**src/apic_consts.svh**
```systemverilog
// timing counts, field positions and reset values for the converter control
`ifndef APIC_CONSTS_SVH
`define APIC_CONSTS_SVH

`define APIC_CLK_MHZ         20
`define APIC_T_PUP_SHORT_NS  1500
`define APIC_T_REF_US        30
`define APIC_T_PUP_LONG_US   182
`define APIC_T_CONV_NS       2300
`define APIC_T_ACQ_NS        100
// longest times round down, least times round up, never below one cycle
`define APIC_CYC_PUP_SHORT   ((`APIC_T_PUP_SHORT_NS * `APIC_CLK_MHZ) / 1000)
`define APIC_CYC_REF         (`APIC_T_REF_US * `APIC_CLK_MHZ)
`define APIC_CYC_PUP_LONG    (`APIC_T_PUP_LONG_US * `APIC_CLK_MHZ)
`define APIC_CYC_CONV        ((`APIC_T_CONV_NS * `APIC_CLK_MHZ) / 1000)
`define APIC_CYC_ACQ         ((`APIC_T_ACQ_NS * `APIC_CLK_MHZ + 999) / 1000)

`define APIC_REG_CTRL        8'h00
`define APIC_REG_STATUS      8'h04
`define APIC_REG_RESULT      8'h08
`define APIC_REG_LONGPD      8'h0C

`define APIC_CTRL_EXTERNAL_REFERENCE_SELECT     0
`define APIC_CTRL_CHA        1
`define APIC_CTRL_CHB        2
`define APIC_CTRL_PAIR       3
`define APIC_CTRL_PD0        4
`define APIC_CTRL_PD1        5
`define APIC_CTRL_RESET      8'h00
`define APIC_LONGPD_RESET    24'h00_4E20

`endif

```
**src/apic_pkg.sv**
```systemverilog
// types shared by the converter power and input control
`default_nettype none
package apic_pkg;
    typedef enum logic [2:0] {
        APIC_OFF     = 3'b000,
        APIC_WAKE    = 3'b001,
        APIC_IDLE    = 3'b011,
        APIC_CONVERT = 3'b010,
        APIC_RST     = 3'b110
    } apic_state_t;

    typedef enum logic [1:0] {
        APIC_PWR_UP      = 2'b00,
        APIC_PWR_PARTIAL = 2'b01,
        APIC_PWR_FULLDN  = 2'b10
    } apic_pwr_t;
endpackage
`default_nettype wire
```
**src/apic_ctrl.sv**
```systemverilog
// power-down decode, wake-up timing, acquisition and input routing
//
// Our own choices: the register addresses and strobed register access.
`include "apic_consts.svh"
`default_nettype none

// What this block does
// - power bits plus strobe level at conversion end pick power state
// - rising strobe edge wakes device from automatic power-down
// - partial power-down keeps reference on; full power-down turns it off
// - power bits written 00 then 11 raise one internal reset
// - start powered down; host writes 11 before any conversion
// - wake within 1.5 us for external ref full pd, charged partial or short full
// - first or long full power-down with internal ref waits 182 us
// - partial power-down mode is ready 30 us after first supply
// - acquisition runs from conversion end to strobe fall; host allows 100 ns
// - control bit zero selects external reference, internal amp off
// - results are straight binary codes, step is reference over 1024
// - pair mode, channel zero: sample first input, second as reference
// - single-ended conversion ties sampling capacitor to analog ground
// - automatic power-down with internal ref opens reference hold switch
// - conversion ends 2.3 us after strobe fall; latch result, decide power
// - strobe fall during power-up waits until power-up has finished
module apic_ctrl
    import apic_pkg::*;
#(
    parameter int PUP_SHORT_CYC = `APIC_CYC_PUP_SHORT,
    parameter int REF_CYC       = `APIC_CYC_REF,
    parameter int PUP_LONG_CYC  = `APIC_CYC_PUP_LONG,
    parameter int CONV_CYC      = `APIC_CYC_CONV,
    parameter int RES_W         = 10
) (
    // clock and reset
    input  wire logic             clk_i,
    input  wire logic             arst_n_i,
    input  wire logic             clk_en_i,
    // register port
    input  wire logic [7:0]       reg_addr_i,
    input  wire logic [31:0]      reg_wdata_i,
    input  wire logic             reg_wr_i,
    input  wire logic             reg_rd_i,
    output logic      [31:0]      reg_rdata_o,
    // host strobe and converter core
    input  wire logic             conversion_strobe_n_i,
    input  wire logic [RES_W-1:0] sar_code_i,
    // analog switch and power controls
    output logic                  core_power_o,
    output logic                  reference_power_o,
    output logic                  reference_amp_power_o,
    output logic                  external_reference_select_o,
    output logic                  reference_hold_switch_o,
    output logic                  acquire_o,
    output logic                  converting_o,
    output logic [2:0]            input_route_o,
    output logic                  cap_to_second_input_o,
    output logic                  cap_to_analog_ground_o,
    output logic                  internal_reset_o,
    output apic_pwr_t             power_state_o,
    output logic [RES_W-1:0]      result_o,
    output logic                  result_valid_o
);

    // ------------------------------------------------------------------
    // registers and decode
    // ------------------------------------------------------------------
    logic [7:0]        ctrl_r;
    logic [23:0]       longpd_r;
    logic [31:0]       rdata_r;
    apic_state_t       state_r;
    apic_pwr_t         pwr_r;
    logic [23:0]       cnt_r;
    logic [23:0]       idle_cnt_r;
    logic              strobe_d_r;
    logic              start_pend_r;
    logic              cap_charged_r;
    logic              was_zero_r;
    logic              rst_pulse_r;
    logic [RES_W-1:0]  result_r;
    logic              valid_r;

    wire wr_ctrl   = reg_wr_i && reg_addr_i == `APIC_REG_CTRL;
    wire wr_longpd = reg_wr_i && reg_addr_i == `APIC_REG_LONGPD;
    wire [1:0] pd_bits = {ctrl_r[`APIC_CTRL_PD1], ctrl_r[`APIC_CTRL_PD0]};
    wire [1:0] pd_wr   = {reg_wdata_i[`APIC_CTRL_PD1],
                          reg_wdata_i[`APIC_CTRL_PD0]};
    wire ext_ref   = ctrl_r[`APIC_CTRL_EXTERNAL_REFERENCE_SELECT];
    wire pair_mode = ctrl_r[`APIC_CTRL_PAIR];
    wire strobe_rise = conversion_strobe_n_i && !strobe_d_r;
    wire strobe_fall = !conversion_strobe_n_i && strobe_d_r;
    wire auto_pd   = pd_bits == 2'b01 || pd_bits == 2'b10;
    wire conv_done = state_r == APIC_CONVERT &&
                     cnt_r == 24'(CONV_CYC - 1);
    wire wake_done = state_r == APIC_WAKE && cnt_r == 24'd0;

    // ------------------------------------------------------------------
    // power decision at end of conversion
    // ------------------------------------------------------------------
    apic_pwr_t eoc_pwr;
    always_comb begin
        unique case (pd_bits)
            2'b11: eoc_pwr = APIC_PWR_UP;
            2'b00: eoc_pwr = APIC_PWR_FULLDN;
            2'b01: eoc_pwr = conversion_strobe_n_i ? APIC_PWR_UP
                                                    : APIC_PWR_PARTIAL;
            2'b10: eoc_pwr = conversion_strobe_n_i ? APIC_PWR_UP
                                                    : APIC_PWR_FULLDN;
        endcase
    end

    // wake length: short unless the internal reference must recharge
    // a wake by write must judge the reference chosen in that same write
    wire ext_ref_nxt = wr_ctrl ? reg_wdata_i[`APIC_CTRL_EXTERNAL_REFERENCE_SELECT] : ext_ref;
    wire long_wake = !ext_ref_nxt && pwr_r == APIC_PWR_FULLDN &&
                     (!cap_charged_r || idle_cnt_r >= longpd_r);
    wire [23:0] wake_len =
        pwr_r == APIC_PWR_PARTIAL && !cap_charged_r ? 24'(REF_CYC)
      : long_wake ? 24'(PUP_LONG_CYC)
      : 24'(PUP_SHORT_CYC);

    // a wake request comes from a strobe rise in auto mode or a 11 write
    wire wake_strobe = auto_pd && strobe_rise;
    wire wake_write  = wr_ctrl && pd_wr == 2'b11;
    wire seq_reset   = wake_write && was_zero_r;

    // ------------------------------------------------------------------
    // register writes and readback
    // ------------------------------------------------------------------
    always_ff @(posedge clk_i or negedge arst_n_i) begin
        if (!arst_n_i) begin
            ctrl_r     <= `APIC_CTRL_RESET;
            longpd_r   <= `APIC_LONGPD_RESET;
            was_zero_r <= 1'b0;
        end else if (clk_en_i) begin
            if (wr_ctrl) begin
                ctrl_r     <= reg_wdata_i[7:0];
                was_zero_r <= pd_wr == 2'b00;
            end
            if (wr_longpd) begin
                longpd_r <= reg_wdata_i[23:0];
            end
        end
    end

    wire [31:0] rd_mux =
        reg_addr_i == `APIC_REG_CTRL   ? {24'h00_0000, ctrl_r}
      : reg_addr_i == `APIC_REG_STATUS ? {25'h000_0000, valid_r,
                                          state_r, 1'b0, pwr_r}
      : reg_addr_i == `APIC_REG_RESULT ? {22'h00_0000, result_r}
      : reg_addr_i == `APIC_REG_LONGPD ? {8'h00, longpd_r}
      : 32'h0000_0000;

    always_ff @(posedge clk_i or negedge arst_n_i) begin
        if (!arst_n_i) begin
            rdata_r <= 32'h0000_0000;
        end else if (clk_en_i) begin
            rdata_r <= reg_rd_i ? rd_mux : 32'h0000_0000;
        end
    end

    // ------------------------------------------------------------------
    // power sequencer
    // ------------------------------------------------------------------
    always_ff @(posedge clk_i or negedge arst_n_i) begin
        if (!arst_n_i) begin
            state_r       <= APIC_OFF;
            pwr_r         <= APIC_PWR_FULLDN;
            cnt_r         <= 24'd0;
            idle_cnt_r    <= 24'd0;
            strobe_d_r    <= 1'b1;
            start_pend_r  <= 1'b0;
            cap_charged_r <= 1'b0;
            rst_pulse_r   <= 1'b0;
            result_r      <= '0;
            valid_r       <= 1'b0;
        end else if (clk_en_i) begin
            strobe_d_r  <= conversion_strobe_n_i;
            rst_pulse_r <= seq_reset;
            if (state_r == APIC_OFF && idle_cnt_r != 24'hFF_FFFF) begin
                idle_cnt_r <= idle_cnt_r + 24'd1;
            end
            if (seq_reset) begin
                state_r      <= APIC_RST;
                start_pend_r <= 1'b0;
                valid_r      <= 1'b0;
            end else if (wr_ctrl && pd_wr == 2'b00) begin
                state_r      <= APIC_OFF;
                pwr_r        <= APIC_PWR_FULLDN;
                idle_cnt_r   <= 24'd0;
                start_pend_r <= 1'b0;
            end else begin
                unique case (state_r)
                    APIC_RST: begin
                        state_r <= APIC_OFF;
                    end
                    APIC_OFF: begin
                        if (wake_write || wake_strobe) begin
                            state_r      <= APIC_WAKE;
                            cnt_r        <= wake_len - 24'd1;
                            start_pend_r <= 1'b0;
                        end
                    end
                    APIC_WAKE: begin
                        if (strobe_fall) begin
                            start_pend_r <= 1'b1;
                        end
                        if (wake_done) begin
                            pwr_r         <= APIC_PWR_UP;
                            cap_charged_r <= !ext_ref;
                            cnt_r         <= 24'd0;
                            state_r       <= (start_pend_r || strobe_fall)
                                             ? APIC_CONVERT : APIC_IDLE;
                        end else begin
                            cnt_r <= cnt_r - 24'd1;
                        end
                    end
                    APIC_IDLE: begin
                        if (strobe_fall) begin
                            state_r <= APIC_CONVERT;
                            cnt_r   <= 24'd0;
                        end
                    end
                    APIC_CONVERT: begin
                        if (conv_done) begin
                            result_r <= sar_code_i;
                            valid_r  <= 1'b1;
                            pwr_r    <= eoc_pwr;
                            state_r  <= eoc_pwr == APIC_PWR_UP
                                        ? APIC_IDLE : APIC_OFF;
                            idle_cnt_r <= 24'd0;
                        end else begin
                            cnt_r <= cnt_r + 24'd1;
                        end
                    end
                    default: state_r <= APIC_OFF;
                endcase
            end
        end
    end

    // ------------------------------------------------------------------
    // analog controls
    // ------------------------------------------------------------------
    wire powered = state_r == APIC_IDLE || state_r == APIC_CONVERT;
    wire [2:0] chan = {pair_mode, ctrl_r[`APIC_CTRL_CHB],
                       ctrl_r[`APIC_CTRL_CHA]};

    assign core_power_o           = powered || state_r == APIC_WAKE;
    assign reference_power_o      = !ext_ref &&
                                    (core_power_o ||
                                     pwr_r == APIC_PWR_PARTIAL);
    assign reference_amp_power_o  = reference_power_o;
    assign external_reference_select_o = ext_ref;
    // opening the hold switch lets the reference capacitor keep its charge
    assign reference_hold_switch_o = !ext_ref && core_power_o;
    assign acquire_o              = state_r == APIC_IDLE;
    assign converting_o           = state_r == APIC_CONVERT;
    assign input_route_o          = chan;
    assign cap_to_second_input_o  = converting_o && pair_mode &&
                                    chan[1:0] == 2'b00;
    assign cap_to_analog_ground_o = converting_o && !pair_mode;
    assign internal_reset_o       = rst_pulse_r;
    assign power_state_o          = pwr_r;
    assign result_o               = result_r;
    assign result_valid_o         = valid_r;
    assign reg_rdata_o            = rdata_r;

endmodule
`default_nettype wire

```
**config.mk**
```make
export PLATFORM = sky130hd
export DESIGN_NAME = apic_ctrl
export DESIGN_NICKNAME = d
export VERILOG_FILES = /design/src/apic_pkg.sv /design/src/apic_ctrl.sv
export VERILOG_INCLUDE_DIRS = /design/src
export SDC_FILE = /design/constraint.sdc
export NUM_CORES = 1
export LEC_CHECK = 0
export BUFFER_PORTS_ARGS = -buffer_cell sky130_fd_sc_hd__buf_4
export CAP_MARGIN = 20
export CORE_UTILIZATION = 58
export DETAILED_ROUTE_END_ITERATION = 12
export PLACE_DENSITY = 0.83
export SETUP_SLACK_MARGIN = 0.05
export SYNTH_ARGS = -nofsm -noshare
export SYNTH_HDL_FRONTEND = slang
export SYNTH_SLANG_ARGS = --single-unit
```
**constraint.sdc**
```tcl
create_clock -name clk_i -period 2.9 [get_ports clk_i]
set_input_delay 0 -clock clk_i [delete_from_list [all_inputs] [get_ports clk_i]]
set_output_delay 0 -clock clk_i [all_outputs]
set_load 0.02 [all_outputs]
```
==> metrics <==
Reg power frac 0.341; die width approximately 120 um; most frequent cells in the layout dfrtp_1 (118), buf_4 (115), nor2_1 (50), nand2_1 (49), inv_1 (46); worst-path cell chain inv_1 -> ha_1 -> or3b_2 -> nor2_2 -> and3_1 -> a211oi_1 -> a311o_1 -> o211ai_1; CORE AREA 12,770 um^2; critical path's slowest cell or3b_2; Max-cap violations 0; Final Critical Period between 2 and 3 ns; PD cells 667.6 nW/um^2; Detailed Place HPWL about 14,000 um; ys flop type dfrtp_1; post-CTS setup buffers 0; global placement routability congestion 0.8854; Clk Latency, worst-skew pair between 0.4 and 0.5 ns; switching share of power 0.3548; clock share of power 0.346; post-synthesis register bit count roughly 130; Comb pwr share 0.313; Post-Syn Area slightly below 8000 um^2; Initial Util 0.6021; Crit Path Class flip-flop to flip-flop; Layout Skew 0.009551 ns; fillcell total 827; multi-input logic area between 4000 and 5000 um^2; Max FO, Critical Path 7; status finished clean; htree depth 4; ANT nets after route 0; Achievable Freq around 380 MHz; worst path bufs/invs 1; Place WS approximately 0.25 ns; RSZ-0062 raised after global routing no; cells after synthesis 789; slowest cell delay on critical path 0.54 ns; Port Buffers between 90 and 100; Resized Gates After CTS 0; CTS Buffer Depth 2; first-pass GRT wire length approximately 35,000 um; Rows 41; drc violations 0; FF/Latch Area ~3100 um^2; Worst Setup End Kind flip-flop; initial antenna violation count 0; Yosys cell types 80; chip height 117.2 um; area delta synth->final 23.05%; grt ovf 0; Post-synth EDFFs 0; Pint 0.004077 W; die area 13,730 um^2; share of cells above drive strength 1 0.2402; Worst Path Arrival roughly 3 ns; hold crit path type input pin to flip-flop; Worst-path clk slew about 0.060 ns; final slew viol count 0; maximum vdd drop a little over 500 uV; largest net degree at the start of global routing between 80 and 90; 1st-iter DRT viols between 500 and 600; Avg Vias per Cell 6.351; Pwr Total 0.006318 W; Synth Warn # 0; Setup TNS 0 ns; Synth async-reset ratio 1.000; CTS buffer count 17; vias post-DR about 7,000; commonest non-fill, non-tap cell in the layout dfrtp_1; final setup violation count 0; drt first pass iters 4; CTS Sinks 125; register area share after synthesis 0.4078; diode count 0; Final WS setup about 0.24 ns; worst relative slew slack 0.3756; Final Cycle Share 0.9161; Crit path max-delay family simple AND/OR/NAND/NOR gates; Worst Setup Start Kind flip-flop; switching pwr roughly 0.0022 W; number of global-route vias before repair approximately 6,900; gr usage total 0.3389; syn_area_per_cell around 10 um^2; final net count approximately 1,000; Total Wirelength ~22,000 um; Slew @ Worst Pin 0.9360 ns; Root Buffer clkbuf_16; final hold vios 0; num ports ~110; wire per inst between 20 and 25 um; CP required roughly 3.2 ns; leakage ~4.3 nW; CTS tree done
Yosys cell counts (all sizes together) (5+ instances only):
library cell / instances / area share
a21oi: 31 / 0.020
o31ai: 8 / 0.0098
buf: 36 / 0.030
dfrtp: 118 / 0.38
mux2: 49 / 0.072
or4: 7 / 0.0083
clkbuf: 25 / 0.012
nor2b: 5 / 0.0041
o22ai: 7 / 0.0057
xor2: 16 / 0.018
nand4: 23 / 0.019
o21ai: 46 / 0.030
a211oi: 5 / 0.0049
xnor2: 13 / 0.015
and2: 8 / 0.0065
nand3: 31 / 0.020
nor3: 25 / 0.017
mux2i: 5 / 0.0065
a31oi: 12 / 0.012
ha: 33 / 0.054
nor4: 17 / 0.023
and4: 5 / 0.0057
nand2b: 7 / 0.0057
dfstp: 7 / 0.024
inv: 46 / 0.022
mux4: 6 / 0.018
nand2: 50 / 0.025
nor2: 52 / 0.026
a22o: 15 / 0.017
and3: 11 / 0.0089
o2bb2ai: 9 / 0.010
metal layers:
| layer | vias up | share of wire | global-route usage |
|---|---|---|---|
| li1 | 3108 | - | - |
| met1 | 3407 | 0.41 | 0.4214 |
| met2 | 341 | 0.50 | 0.5588 |
| met3 | 79 | 0.059 | 0.07209 |
| met4 | 0 | 0.036 | 0.1738 |
| met5 | - | 0 | 0 |
worst paths after layout:
check / from / endpoint / slack [ns] / depth (start not counted)
min reg2reg: start_pend_r$_DFFE_PN0P_ / start_pend_r$_DFFE_PN0P_ / 0.49 / 1
max reg2reg: cnt_r[0]$_DFFE_PN0P_ / cnt_r[20]$_DFFE_PN0P_ / 0.24 / 8
min in group asynchronous: arst_n_i / reg_rdata_o[17]$_DFFE_PN0P_ / 0.10 / 2
max in group asynchronous: arst_n_i / strobe_d_r$_DFFE_PN1P_ / 1.92 / 3
max: cnt_r[0]$_DFFE_PN0P_ / cnt_r[20]$_DFFE_PN0P_ / 0.24 / 8
min: reg_addr_i[2] / reg_rdata_o[8]$_DFFE_PN0P_ / 0.05 / 3
cell type report:
class / count / share of cell area
Inverter: 47 / 0.01864
Tap cell: 172 / 0.02274
Sequential cell: 125 / 0.3314
Clock inverter: 6 / 0.01177
Multi-Input combinational cell: 563 / 0.4313
Clock buffer: 26 / 0.05169
Timing Repair Buffer: 153 / 0.1325
worst min-delay path: stages:
cell and delay, ns:
buf_4 0.19, mux2i_1 0.17, o2bb2ai_1 0.07
repair_timing:
action,in CTS,in global routing
hold endpoints to repair,85,0
hold buffers,37,0
setup endpoints to repair,0,1
cells by family (layout without fill, tap and decap cells):
family | Yosys count | in the layout | share of synthesized area
compound gates | 171 | 171 | 0.1521
xor+xnor | 29 | 29 | 0.03302
fa+ha+maj | 33 | 33 | 0.05369
buf+inv | 108 | 232 | 0.06491
flops | 125 | 125 | 0.4078
mux | 60 | 60 | 0.09631
other cells | 1 | 8 | 0.0004876
simple gates | 262 | 262 | 0.1916
flip-flops by register name (all words and copies together) (netlist names), 2 cells and up:
| register | cells |
|---|---|
| cnt_r | 24 |
| reg_rdata_o | 24 |
| result_o | 10 |
| ctrl_r | 8 |
| idle_cnt_r | 24 |
| power_state_o | 2 |
| longpd_r | 24 |
| state_r | 3 |
stage by stage:
stage / utilization / instance area, um^2 / hold WS (ns) / instances
floorplan: - / 7717 / -0.2956 / 796
global placement: 0.6649 / 8493 / 0.0007019 / 1023
detailed placement: 0.6649 / 8493 / 0.01915 / 1023
CTS: 0.7409 / 9464 / 0.03952 / 1092
global route: 0.7409 / 9464 / 0.04067 / 1092
finish: 0.7409 / 9464 / 0.04915 / 1092
power groups by stage:
stage | Combinational [W] | Clock (W) | Sequential, W
3_5_place_dp | 0.00186 | 0 | 0.00216
2_1_floorplan | 0.00141 | 0 | 0.00203
5_1_grt | 0.00214 | 0.00230 | 0.00217
4_1_cts | 0.00192 | 0.00220 | 0.00214
3_3_place_gp | 0.00179 | 0 | 0.00215
6_report | 0.00198 | 0.00219 | 0.00215
Note: power is estimated with default switching activity, not from simulation.
